`src/rtl/arw_pkg.sv`:
```
package arw_pkg;
	// ****************************************
	// field codes
	// ****************************************
	localparam logic [1:0] REF_INTERNAL = 2'h0;
	localparam logic [1:0] REF_SUPPLY = 2'h1;
	localparam logic [1:0] REF_EXTERNAL = 2'h2;
	localparam logic [2:0] WIN_OFF = 3'h0;
	localparam logic [2:0] WIN_BELOW = 3'h1;
	localparam logic [2:0] WIN_ABOVE = 3'h2;
	localparam logic [2:0] WIN_INSIDE = 3'h3;
	localparam logic [2:0] WIN_OUTSIDE = 3'h4;
	localparam logic [2:0] ACC_MAX = 3'h6;
	localparam logic [4:0] CH_TEMP = 5'h1e;
	localparam logic [3:0] CONV_CYCLES = 4'hd;
	localparam logic [15:0] RESULT_MAX = 16'h03ff;
	localparam int CONV_W = 10;
	localparam int RES_W = 16;
	typedef enum logic [1:0] {
		ARW_IDLE = 2'b00,
		ARW_DELAY = 2'b01,
		ARW_SAMPLE = 2'b10,
		ARW_CONVERT = 2'b11
	} arw_state_t;
endpackage

```
`src/rtl/arw_win_if.sv`:
```
// comparator operands and verdict travel together
interface arw_win_if;
	logic [15:0] value;
	logic [15:0] low;
	logic [15:0] high;
	logic [2:0] mode;
	logic hit;
	modport ctrl (output value, output low, output high, output mode, input hit);
	modport cmp (input value, input low, input high, input mode, output hit);
endinterface

```
`src/rtl/arw_window_cmp.sv`:
```
module arw_window_cmp (
	arw_win_if.cmp win // compare operands and verdict
);
	wire below = win.value < win.low;
	wire above = win.value > win.high;
	wire in_window = (win.value > win.low) && (win.value < win.high);
	// ****************************************
	// condition select, zero mode never hits
	// ****************************************
	assign win.hit = (win.mode == arw_pkg::WIN_BELOW) ? below :
		(win.mode == arw_pkg::WIN_ABOVE) ? above :
		(win.mode == arw_pkg::WIN_INSIDE) ? in_window :
		(win.mode == arw_pkg::WIN_OUTSIDE) ? (below || above) :
		1'b0;
endmodule

```
`src/rtl/arw_ctrl.sv`:
```
module arw_ctrl (
	input wire logic clk_i, // peripheral clock
	input wire logic rst_i, // async reset, active high
	input wire logic enable_i, // converter enable
	input wire logic free_run_i, // free-running mode
	input wire logic run_in_standby_i, // keep running in standby
	input wire logic standby_i, // chip in standby sleep
	input wire logic power_down_i, // chip in power-down sleep
	input wire logic touch_controller_i, // touch controller owns the converter
	input wire logic [1:0] reference_select_i, // reference code
	input wire logic [4:0] input_channel_select_i, // input channel
	input wire logic [2:0] accumulation_count_i, // log2 samples
	input wire logic [2:0] initial_delay_i, // first start delay cycles
	input wire logic [4:0] sample_length_i, // sample length, unused: the sample phase is always 2 cycles
	input wire logic [2:0] window_compare_mode_i, // window condition
	input wire logic [15:0] window_low_threshold_i, // low threshold
	input wire logic [15:0] window_high_threshold_i, // high threshold
	input wire logic event_start_enable_i, // allow event starts
	input wire logic start_event_i, // event fabric trigger
	input wire logic start_write_i, // software writes 1 to start bit
	input wire logic result_read_i, // software reads result
	input wire logic result_ready_clear_i, // software writes 1 to flag
	input wire logic window_flag_clear_i, // software writes 1 to flag
	input wire logic result_ready_ie_i, // result ready interrupt enable
	input wire logic window_ie_i, // window interrupt enable
	input wire logic [9:0] analog_sample_i, // quantised analog sample
	output logic [15:0] conversion_value_o, // accumulated result
	output logic start_conversion_o, // start bit state
	output logic result_ready_o, // result ready flag
	output logic window_compare_flag_o, // window flag
	output logic result_ready_irq_o, // result ready request
	output logic window_irq_o, // window request
	output logic result_event_o, // one-clock result event
	output logic [1:0] ref_route_o, // one-hot-free reference mux code
	output logic temp_sensor_en_o, // temperature sensor power
	output logic clock_request_o, // peripheral clock request
	output logic halted_marker_o // conversion hit by power-down
);
	arw_pkg::arw_state_t state;
	arw_pkg::arw_state_t next_state;
	logic event_q;
	logic first_done;
	logic [3:0] cnt;
	logic [6:0] samples;
	logic [15:0] acc;
	arw_win_if win ();

	arw_window_cmp i_arw_window_cmp (
		.win(win)
	);

	// ****************************************
	// decode
	// ****************************************
	// touch controller ownership masks the enable and all starts, but not reference routing
	wire own = enable_i && !touch_controller_i;
	// standby without run bit counts as stopped
	wire active = own && !(standby_i && !run_in_standby_i);
	wire paused = power_down_i;
	wire ev_rise = start_event_i && !event_q && event_start_enable_i;
	// in standby software writes cannot start anything
	wire sw_start = start_write_i && !standby_i;
	wire trig = active && !paused && (ev_rise || sw_start);
	wire [2:0] acc_code = (accumulation_count_i > arw_pkg::ACC_MAX) ?
		arw_pkg::ACC_MAX : accumulation_count_i;
	wire [6:0] samp_total = 7'h01 << acc_code;
	wire last_cycle = (state == arw_pkg::ARW_CONVERT) && (cnt == 4'h0) && !paused;
	wire last_sample = last_cycle && (samples == 7'h01);
	wire [15:0] sum = acc + {6'h00, analog_sample_i};
	wire busy = (state != arw_pkg::ARW_IDLE);
	wire again = free_run_i && active && !paused;
	assign win.value = sum;
	assign win.low = window_low_threshold_i;
	assign win.high = window_high_threshold_i;
	assign win.mode = window_compare_mode_i;
	wire win_set = last_sample && win.hit;
	wire rr_set = last_sample;

	// ****************************************
	// sequencer
	// ****************************************
	always_comb begin
		next_state = state;
		case (state)
			arw_pkg::ARW_IDLE: begin
				if (trig) begin
					next_state = (!first_done && initial_delay_i != 3'h0) ?
						arw_pkg::ARW_DELAY : arw_pkg::ARW_SAMPLE;
				end
			end
			arw_pkg::ARW_DELAY: begin
				if (!paused && cnt == 4'h0) begin
					next_state = arw_pkg::ARW_SAMPLE;
				end
			end
			arw_pkg::ARW_SAMPLE: begin
				if (!paused && cnt == 4'h0) begin
					next_state = arw_pkg::ARW_CONVERT;
				end
			end
			arw_pkg::ARW_CONVERT: begin
				if (last_cycle) begin
					next_state = (samples != 7'h01 || again) ?
						arw_pkg::ARW_SAMPLE : arw_pkg::ARW_IDLE;
				end
			end
			default: next_state = arw_pkg::ARW_IDLE;
		endcase
		if (!own) begin
			next_state = arw_pkg::ARW_IDLE;
		end
	end

	// state and cycle counter; counter reloads on each phase entry
	always_ff @(posedge clk_i or posedge rst_i) begin
		if (rst_i) begin
			state <= arw_pkg::ARW_IDLE;
			cnt <= 4'h0;
		end else begin
			state <= next_state;
			if (next_state != state || last_cycle) begin
				cnt <= (next_state == arw_pkg::ARW_DELAY) ? {1'b0, initial_delay_i} - 4'h1 :
					(next_state == arw_pkg::ARW_SAMPLE) ? 4'h1 :
					(next_state == arw_pkg::ARW_CONVERT) ? arw_pkg::CONV_CYCLES - 4'h4 :
					4'h0;
			end else if (!paused && cnt != 4'h0) begin
				cnt <= cnt - 4'h1;
			end
		end
	end

	// sample counter, accumulator and first-start tracking
	always_ff @(posedge clk_i or posedge rst_i) begin
		if (rst_i) begin
			samples <= 7'h00;
			acc <= 16'h0000;
			first_done <= 1'b0;
			event_q <= 1'b0;
		end else begin
			event_q <= start_event_i;
			if (!active) begin
				first_done <= 1'b0;
			end else if (state == arw_pkg::ARW_SAMPLE) begin
				first_done <= 1'b1;
			end
			if (state == arw_pkg::ARW_IDLE && trig) begin
				samples <= samp_total;
				acc <= 16'h0000;
			end else if (last_sample) begin
				samples <= samp_total;
				acc <= 16'h0000;
			end else if (last_cycle) begin
				samples <= samples - 7'h01;
				acc <= sum;
			end
		end
	end

	// ****************************************
	// flags and outputs
	// ****************************************
	// set wins over any clear arriving in the same cycle
	always_ff @(posedge clk_i or posedge rst_i) begin
		if (rst_i) begin
			result_ready_o <= 1'b0;
			window_compare_flag_o <= 1'b0;
			conversion_value_o <= 16'h0000;
			result_event_o <= 1'b0;
			start_conversion_o <= 1'b0;
			halted_marker_o <= 1'b0;
		end else begin
			if (rr_set) begin
				result_ready_o <= 1'b1;
			end else if (result_read_i || result_ready_clear_i) begin
				result_ready_o <= 1'b0;
			end
			if (win_set) begin
				window_compare_flag_o <= 1'b1;
			end else if (window_flag_clear_i) begin
				window_compare_flag_o <= 1'b0;
			end
			if (rr_set) begin
				conversion_value_o <= sum;
			end
			result_event_o <= rr_set && own;
			if (trig) begin
				start_conversion_o <= 1'b1;
			end else if (!own || (last_sample && !again)) begin
				start_conversion_o <= 1'b0;
			end
			if (busy && paused) begin
				halted_marker_o <= 1'b1;
			end else if (state == arw_pkg::ARW_IDLE && trig) begin
				halted_marker_o <= 1'b0;
			end
		end
	end

	// requests, routing and clock demand registered from their causes
	always_ff @(posedge clk_i or posedge rst_i) begin
		if (rst_i) begin
			result_ready_irq_o <= 1'b0;
			window_irq_o <= 1'b0;
			ref_route_o <= arw_pkg::REF_INTERNAL;
			temp_sensor_en_o <= 1'b0;
			clock_request_o <= 1'b0;
		end else begin
			result_ready_irq_o <= result_ready_ie_i && result_ready_o;
			window_irq_o <= window_ie_i && window_compare_flag_o;
			if (!busy) begin
				ref_route_o <= (reference_select_i == arw_pkg::REF_SUPPLY) ? arw_pkg::REF_SUPPLY :
					(reference_select_i == arw_pkg::REF_EXTERNAL) ? arw_pkg::REF_EXTERNAL :
					arw_pkg::REF_INTERNAL;
				temp_sensor_en_o <= own && (input_channel_select_i == arw_pkg::CH_TEMP);
			end
			clock_request_o <= busy || trig;
		end
	end

	// ****************************************
	// checks
	// ****************************************
	event_pulse_a: assert property (@(posedge clk_i) disable iff (rst_i)
		result_event_o |=> !result_event_o)
		else $error("result event longer than one clock");
	event_follows_a: assert property (@(posedge clk_i) disable iff (rst_i)
		(last_sample && own) |=> (result_event_o && result_ready_o))
		else $error("result completion without event and flag");
	window_off_a: assert property (@(posedge clk_i) disable iff (rst_i)
		(window_compare_mode_i == arw_pkg::WIN_OFF && !window_compare_flag_o
		&& $stable(window_compare_mode_i)) |=> !window_compare_flag_o)
		else $error("window flag raised while comparator off");
	window_once_a: assert property (@(posedge clk_i) disable iff (rst_i)
		(last_cycle && samples != 7'h01)
		|=> ($stable(window_compare_flag_o) || !window_compare_flag_o))
		else $error("window flag raised before last sample");
	event_gate_a: assert property (@(posedge clk_i) disable iff (rst_i)
		(state == arw_pkg::ARW_IDLE && !event_start_enable_i && !start_write_i)
		|=> state == arw_pkg::ARW_IDLE)
		else $error("conversion started without an enabled trigger");
	irq_follow_a: assert property (@(posedge clk_i) disable iff (rst_i)
		(result_ready_ie_i && result_ready_o) [*2] |-> result_ready_irq_o)
		else $error("result request missing while flag and enable set");
	clear_read_a: assert property (@(posedge clk_i) disable iff (rst_i)
		(result_read_i && !rr_set) |=> !result_ready_o)
		else $error("result flag survived a read");
	pause_hold_a: assert property (@(posedge clk_i) disable iff (rst_i)
		(power_down_i && busy && own) |=> ($stable(cnt) && !result_event_o))
		else $error("conversion advanced during power-down");
	busy_start_a: assert property (@(posedge clk_i) disable iff (rst_i)
		(busy && own && $past(own)) |-> start_conversion_o)
		else $error("start bit low during conversion");
	touch_own_a: assert property (@(posedge clk_i) disable iff (rst_i)
		touch_controller_i |=> state == arw_pkg::ARW_IDLE)
		else $error("converter ran under touch controller");
endmodule

```
`config.mk`:
```
export PLATFORM = sky130hd
export DESIGN_NAME = arw_ctrl
export DESIGN_NICKNAME = d
export VERILOG_FILES = /design/src/rtl/arw_pkg.sv /design/src/rtl/arw_win_if.sv /design/src/rtl/arw_window_cmp.sv /design/src/rtl/arw_ctrl.sv
export SDC_FILE = /design/constraint.sdc
export NUM_CORES = 1
export LEC_CHECK = 0
export ABC_AREA = 0
export BUFFER_PORTS_ARGS = -buffer_cell sky130_fd_sc_hd__buf_2
export CORE_MARGIN = 2
export CORE_UTILIZATION = 58
export CTS_CLUSTER_DIAMETER = 30
export DETAILED_ROUTE_END_ITERATION = 10
export GPL_TIMING_DRIVEN = 0
export HOLD_SLACK_MARGIN = 0.05
export PLACE_DENSITY = 0.95
export SLEW_MARGIN = 10
export SYNTH_ARGS = -nofsm -noshare
export SYNTH_HDL_FRONTEND = slang
export SYNTH_SLANG_ARGS = --single-unit
```
`constraint.sdc`:
```
create_clock -name clk_i -period 10.6 [get_ports clk_i]
set_input_delay 2.12 -clock clk_i [delete_from_list [all_inputs] [get_ports clk_i]]
set_output_delay 2.12 -clock clk_i [all_outputs]
set_load 0.02 [all_outputs]
```
==> results of run 1 <==
layout by cell type, fill, tap and decap left out, types with 10 or more instances in the layout:
cell type	instances
nor2_1	27
xnor2_1	10
o21ai_0	22
buf_2	103
a21oi_1	38
nand2_1	54
ha_1	47
nand4_1	13
inv_1	50
clkbuf_1	10
dfrtp_1	58
final cells by class:
cell class                      instances  share of cell area (%)
Tap cell                               99                    2.44
Sequential cell                        58                    28.6
Multi-Input combinational cell        354                    49.4
Buffer                                 15                    1.41
Inverter                               51                    3.77
Clock buffer                           11                    2.59
Timing Repair Buffer                  101                    10.3
Clock inverter                          5                    1.55
critical path, cell delays in order:
cell      delay (ns)
buf_2           0.12
ha_1            0.30
a211oi_1        0.26
nor2_1          0.11
o21a_1          0.21
o41a_1          0.32
clkbuf_1        0.23
a21oi_2         0.40
nor2_1          0.12
xnor2_1         0.26
ha_1            0.30
nand4_1         0.18
a211oi_1        0.10
a2111o_1        0.43
o31ai_1         0.26
and3_1          0.20
o32a_1          0.14
power by group:
part / switching [mW] / internal, mW
Sequential: 0.0266 / 0.250
Clock: 0.0944 / 0.132
Combinational: 0.133 / 0.0965
logic make-up (layout without fill, tap and decap cells):
family | count (synthesis) | in the layout | share of synthesized area [%]
XOR/XNOR | 15 | 15 | 3.11
AND/OR/NAND/NOR | 160 | 160 | 20.3
buffers and inverters | 66 | 183 | 6.23
AO/OA/AOI/OAI | 127 | 127 | 20.5
multiplexers | 4 | 4 | 1.07
adder cells (fa/ha/maj) | 48 | 48 | 14.4
flip-flops | 58 | 58 | 34.4
final timing paths:
| kind | start | endpoint | depth (start not counted) |
|---|---|---|---|
| setup reg to reg | acc[1]$_DFFE_PP0P_ | window_compare_flag_o$_DFFE_PP0P_ | 16 |
| max in group asynchronous | rst_i | acc[10]$_DFFE_PP0P_ | 3 |
| setup / recovery | analog_sample_i[1] | window_compare_flag_o$_DFFE_PP0P_ | 17 |
| hold reg to reg | ref_route_o[0]$_DFFE_PP0N_ | ref_route_o[0]$_DFFE_PP0N_ | 2 |
| min in group asynchronous | rst_i | conversion_value_o[5]$_DFFE_PP0P_ | 2 |
| hold / removal | ref_route_o[0]$_DFFE_PP0N_ | ref_route_o[0]$_DFFE_PP0N_ | 2 |
cell usage after synthesis (9+ instances only):
library cell   n
dfrtp_1       58
nand2_1       54
inv_1         51
ha_1          47
a21oi_1       38
nor2_1        27
o21ai_0       22
nand4_1       13
xnor2_1       10
a22o_1         9
nand3_1        9
metal layers:
| layer | GRT usage (%) | up-vias | share of wire (%) |
|---|---|---|---|
| met5 | 0 | - | 0 |
| met4 | 13.7 | 0 | 3.0 |
| met3 | 5.63 | 39 | 6.3 |
| met2 | 52.2 | 203 | 51 |
| met1 | 34.6 | 2039 | 40 |
| li1 | - | 1947 | - |
sequential cells by signal, summed over array words and instances (netlist names):
register / count
clock_request_o: 1
event_q: 1
state: 2
start_conversion_o: 1
samples: 7
result_event_o: 1
ref_route_o: 2
result_ready_o: 1
result_ready_irq_o: 1
temp_sensor_en_o: 1
window_compare_flag_o: 1
first_done: 1
acc: 16
conversion_value_o: 16
halted_marker_o: 1
cnt: 4
window_irq_o: 1
per-stage QoR:
stage	util (%)	area [µm²]	hold slack, ns	worst slack [ns]	std cells
3_3_place_gp	67.8	4840	0.450	4.73	677
2_1_floorplan	-	4220	0.454	5.28	478
5_1_grt	71.1	5070	0.501	4.56	694
4_1_cts	71.1	5070	0.477	4.89	694
6_report	71.1	5070	0.475	4.81	694
3_5_place_dp	68.1	4860	0.459	4.67	678
==> flow_metrics.tcl, run 1 <==
set metrics [dict create \
    synthCells 478 \
    die_w_um 89.3 \
    ys_seq_area_share_pct 34.4 \
    postRouteAntennaNets 0 \
    dieArea_mm2 0.00797 \
    cts_resized 0 \
    post-route-period-util_pct 54.6 \
    cts_hold_buffers 0 \
    drive_gt1_share_pct 23.2 \
    fin_skew_ns 0.0147 \
    drv_cap 0 \
    postCtsSetupBuffers 0 \
    rsz0062_at_grt "no" \
    slew_headroom_pct 59.7 \
    clock_latency_ns 0.34 \
    startpoint_type "input port" \
    holdCritPathClass "reg -> reg" \
    rrSetupSlack_ns 6.34 \
    grt_usage_pct 29.6 \
    drc 0 \
    synthTopCellsByArea "dfrtp_1, ha_1, nand2_1" \
    place.gp.congestion 0.932 \
    cts.path.max_buffers 2 \
    end_kind "flip-flop" \
    grt_max_degree 36 \
    critPathKind "in -> reg" \
    ys_warn_count 0 \
    syn_nets 605 \
    fin_tns_setup_ns 0 \
    wl_per_cell_um 16.4 \
    cts_tree "done" \
    cts.clk_slew.worst_paths_ns 0.08 \
    synth_area_mm2 0.00422 \
    postSynthAreaPerCell_um2 8.82 \
    synth_top_area_share_pct 34.4 \
    core_area_mm2 0.00714 \
    synth_seq_cells 58 \
    leakagePower_nw 2.67 \
    vias 4228 \
    ys_dominant_reg_cell "dfrtp_1" \
    cts_root_buffer "clkbuf_8" \
    fin_crit_ns 5.79 \
    area_growth_pct 20.3 \
    io_pins 106 \
    drtPass1Iterations 5 \
    status "finished, final reports clean" \
    io_buffer_count 100 \
    synth-edff-count 0 \
    fillers 546 \
    total_power_uw 733 \
    cts_buffers 9 \
    viasPerCell 6.09 \
    antenna_cells 0 \
    p_per_area_mw_per_mm2 144 \
    drt_iter0_drc 251 \
    peakVddDrop_v 0.0000779 \
    rows 31 \
    grt_overflow 0 \
    grt_pass1_vias 4125 \
    htree_levels 3 \
    synth-async-reset-ratio_pct 100 \
    wirelength_um 11400 \
    max_freq_ghz 0.173 \
    path_max_fanout 9 \
    final_nets 717 \
    synth_largest_area_cell "dfrtp_1" \
    antenna_found_initial 0 \
    maxSlewViolCount 0 \
    setup_viol 0 \
    clock-sinks 58 \
    multi_input_area_mm2 0.00250 \
    die_h_um 89.3 \
    dp_hpwl_um 8650 \
    crit_arrival_ns 6.08 \
    ys_types 64 \
    finalHoldViolations 0 \
    grt_pass1_wl_um 18300 \
    ff_latch_area_mm2 0.00145 \
    cp.required_ns 10.89 \
    initial_core_util_pct 59.1 \
    tightest_slew_ns 0.604 \
]
(Power assumes the default switching activity.)
==> inputs of run 2 (changes only) <==
CORE_UTILIZATION = 49   (was 58)
PLACE_DENSITY = 0.88   (was 0.95)
clock period = 4.9 ns   (was 10.6 ns; I/O delays follow)
==> run 2 against run 1 <==
Compared with the run above: core utilization fell by 10 points; sequential cell count stayed put; first-iteration DRC count grew 0.40%; clock-buffer cell count is 1 higher; via count decreased by 4.9%; die area is 18% higher; worst hold slack worse by 0.0047 ns; global-route usage shrank 5.8 points; largest power group unchanged.
==> flow_metrics.tcl, run 2 (synthesized netlist as in run 1, its figures left out) <==
set metrics [dict create \
    holdCritPathClass "reg -> reg" \
    intPower_uw 958 \
    fin_crit_ns 4.55 \
    critPathKind "in -> reg" \
    total_power_mw 1.50 \
    fillers 711 \
    peakVddDrop_v 0.000123 \
    rr_worst_depth 16 \
    placed_area_mm2 0.00487 \
    p_switching_uw 539 \
    viasPerCell 5.74 \
    wirelength_um 11000 \
    path_max_fanout 4 \
    rows 33 \
    max_freq_ghz 0.220 \
    layout_common_cells "buf_2, dfrtp_1, nand2_1, inv_1, ha_1" \
    core_area_mm2 0.00830 \
    seq_power_share_pct 39.7 \
    initial_core_util_pct 50.8 \
    drc 0 \
    fin_skew_ns 0.00961 \
    pwr-share-comb_pct 32.4 \
    startpoint "analog_sample_i[0]" \
    p_sw_share_pct 36.0 \
    cp.required_ns 5.18 \
    io_buffer_count 100 \
    hold_slack_ns 0.470 \
    cts_buffers 9 \
    ff_latch_area_mm2 0.00145 \
    dieArea_mm2 0.00937 \
    area_growth_pct 19.9 \
    grt_pass1_wl_um 18300 \
    leakagePower_nw 2.66 \
    tightest_slew_ns 0.659 \
    grt_pass1_vias 4003 \
    dp_hpwl_um 8360 \
    cts.clk_slew.worst_paths_ns 0.08 \
    grt_usage_pct 23.8 \
    post-route-period-util_pct 92.8 \
    place.gp.congestion 0.929 \
    startpoint_type "input port" \
    die_h_um 96.8 \
    postRouteAntennaNets 0 \
    fin_tns_setup_ns 0 \
    clock-sinks 58 \
    vias 4019 \
    pwr-share-clk_pct 27.9 \
    die_w_um 96.8 \
    cts_tree "done" \
    r2r_end "window_compare_flag_o$_DFFE_PP0P_" \
    rsz0062_at_grt "no" \
    rrSetupSlack_ns 0.70 \
    drive_gt1_share_pct 23.4 \
    io_pins 106 \
    drtPass1Iterations 5 \
    maxSlewViolCount 0 \
    cts_root_buffer "clkbuf_8" \
    layout_commonest_cell "buf_2" \
    fin_area_mm2 0.00506 \
    clock_latency_ns 0.35 \
    final_nets 717 \
    antenna_found_initial 0 \
    grt_overflow 0 \
    worstHoldEndpoint "conversion_value_o[5]$_DFFE_PP0P_" \
    r2r-start "acc[0]$_DFFE_PP0P_" \
    slew_headroom_pct 56.0 \
    worstHoldStart "conversion_value_o[5]$_DFFE_PP0P_" \
    drt_iter0_drc 252 \
    fin_util_pct 61.0 \
    setup_viol 0 \
    finalHoldViolations 0 \
    holdPathStages 2 \
    antenna_cells 0 \
    crit_arrival_ns 4.83 \
    p_per_area_mw_per_mm2 296 \
    htree_levels 3 \
    cts.path.max_buffers 2 \
    end_kind "flip-flop" \
    multi_input_area_mm2 0.00251 \
    grt_max_degree 31 \
    wl_per_cell_um 15.7 \
    drv_cap 0 \
    top_regs "acc (16), conversion_value_o (16), samples (7)" \
    status "finished, final reports clean" \
]
==> run 2: final cells by class <==
cell class,instances,share of cell area [%]
multi-input cells,354,49.6
flip-flops and latches,58,28.7
plain buffers,15,1.41
repair buffers,101,10.3
clock buffers,12,3.07
inverters,51,3.78
well taps,105,2.60
clock inverters,4,0.519
==> run 2: worst max-delay path by stage <==
stage | endpoint | slack, ns | cells after the start
final | window_compare_flag_o$_DFFE_PP0P_ | 0.35 | 17
after global placement | window_compare_flag_o$_DFFE_PP0P_ | 0.13 | 17
after floorplan | window_compare_flag_o$_DFFE_PP0P_ | 0.72 | 16
after CTS | window_compare_flag_o$_DFFE_PP0P_ | 0.36 | 17
after global routing | window_compare_flag_o$_DFFE_PP0P_ | 0.05 | 17
after detailed placement | window_compare_flag_o$_DFFE_PP0P_ | 0.02 | 17
==> run 2: power groups by stage <==
stage | Sequential (mW) | Clock, mW | Combinational (mW)
6_report | 0.594 | 0.417 | 0.486
5_1_grt | 0.601 | 0.438 | 0.558
4_1_cts | 0.593 | 0.418 | 0.484
3_5_place_dp | 0.602 | 0 | 0.481
3_3_place_gp | 0.598 | 0 | 0.450
2_1_floorplan | 0.604 | 0 | 0.334
==> run 2: metrics by stage <==
stage,worst slack (ns),cells
floorplan,0.717,478
global placement,0.132,683
detailed placement,0.0231,684
CTS,0.365,700
global route,0.0496,700
finish,0.352,700
==> run 2: critical path, stage by stage <==
cell	delay, ns
buf_2	0.09
ha_1	0.18
inv_1	0.06
fa_1	0.41
nor2b_1	0.17
o31a_1	0.20
nor2_1	0.06
o21ba_2	0.23
o21ai_0	0.47
xor2_1	0.40
ha_1	0.32
nand4_1	0.14
nor3_1	0.09
a2111o_1	0.42
o31ai_1	0.27
and3_1	0.20
o32a_1	0.14
==> run 2: repair_timing <==
item,4_1_cts,5_1_grt
hold buffers,0,0
setup buffers,0,0
endpoints found under the setup margin,0,1
resized for setup,0,1
==> run 2: per-layer routing <==
metal	GRT usage [%]	wire, µm
met3	3.76	526
met2	41.1	5480
met5	0	0
met1	29.5	4710
met4	9.86	248
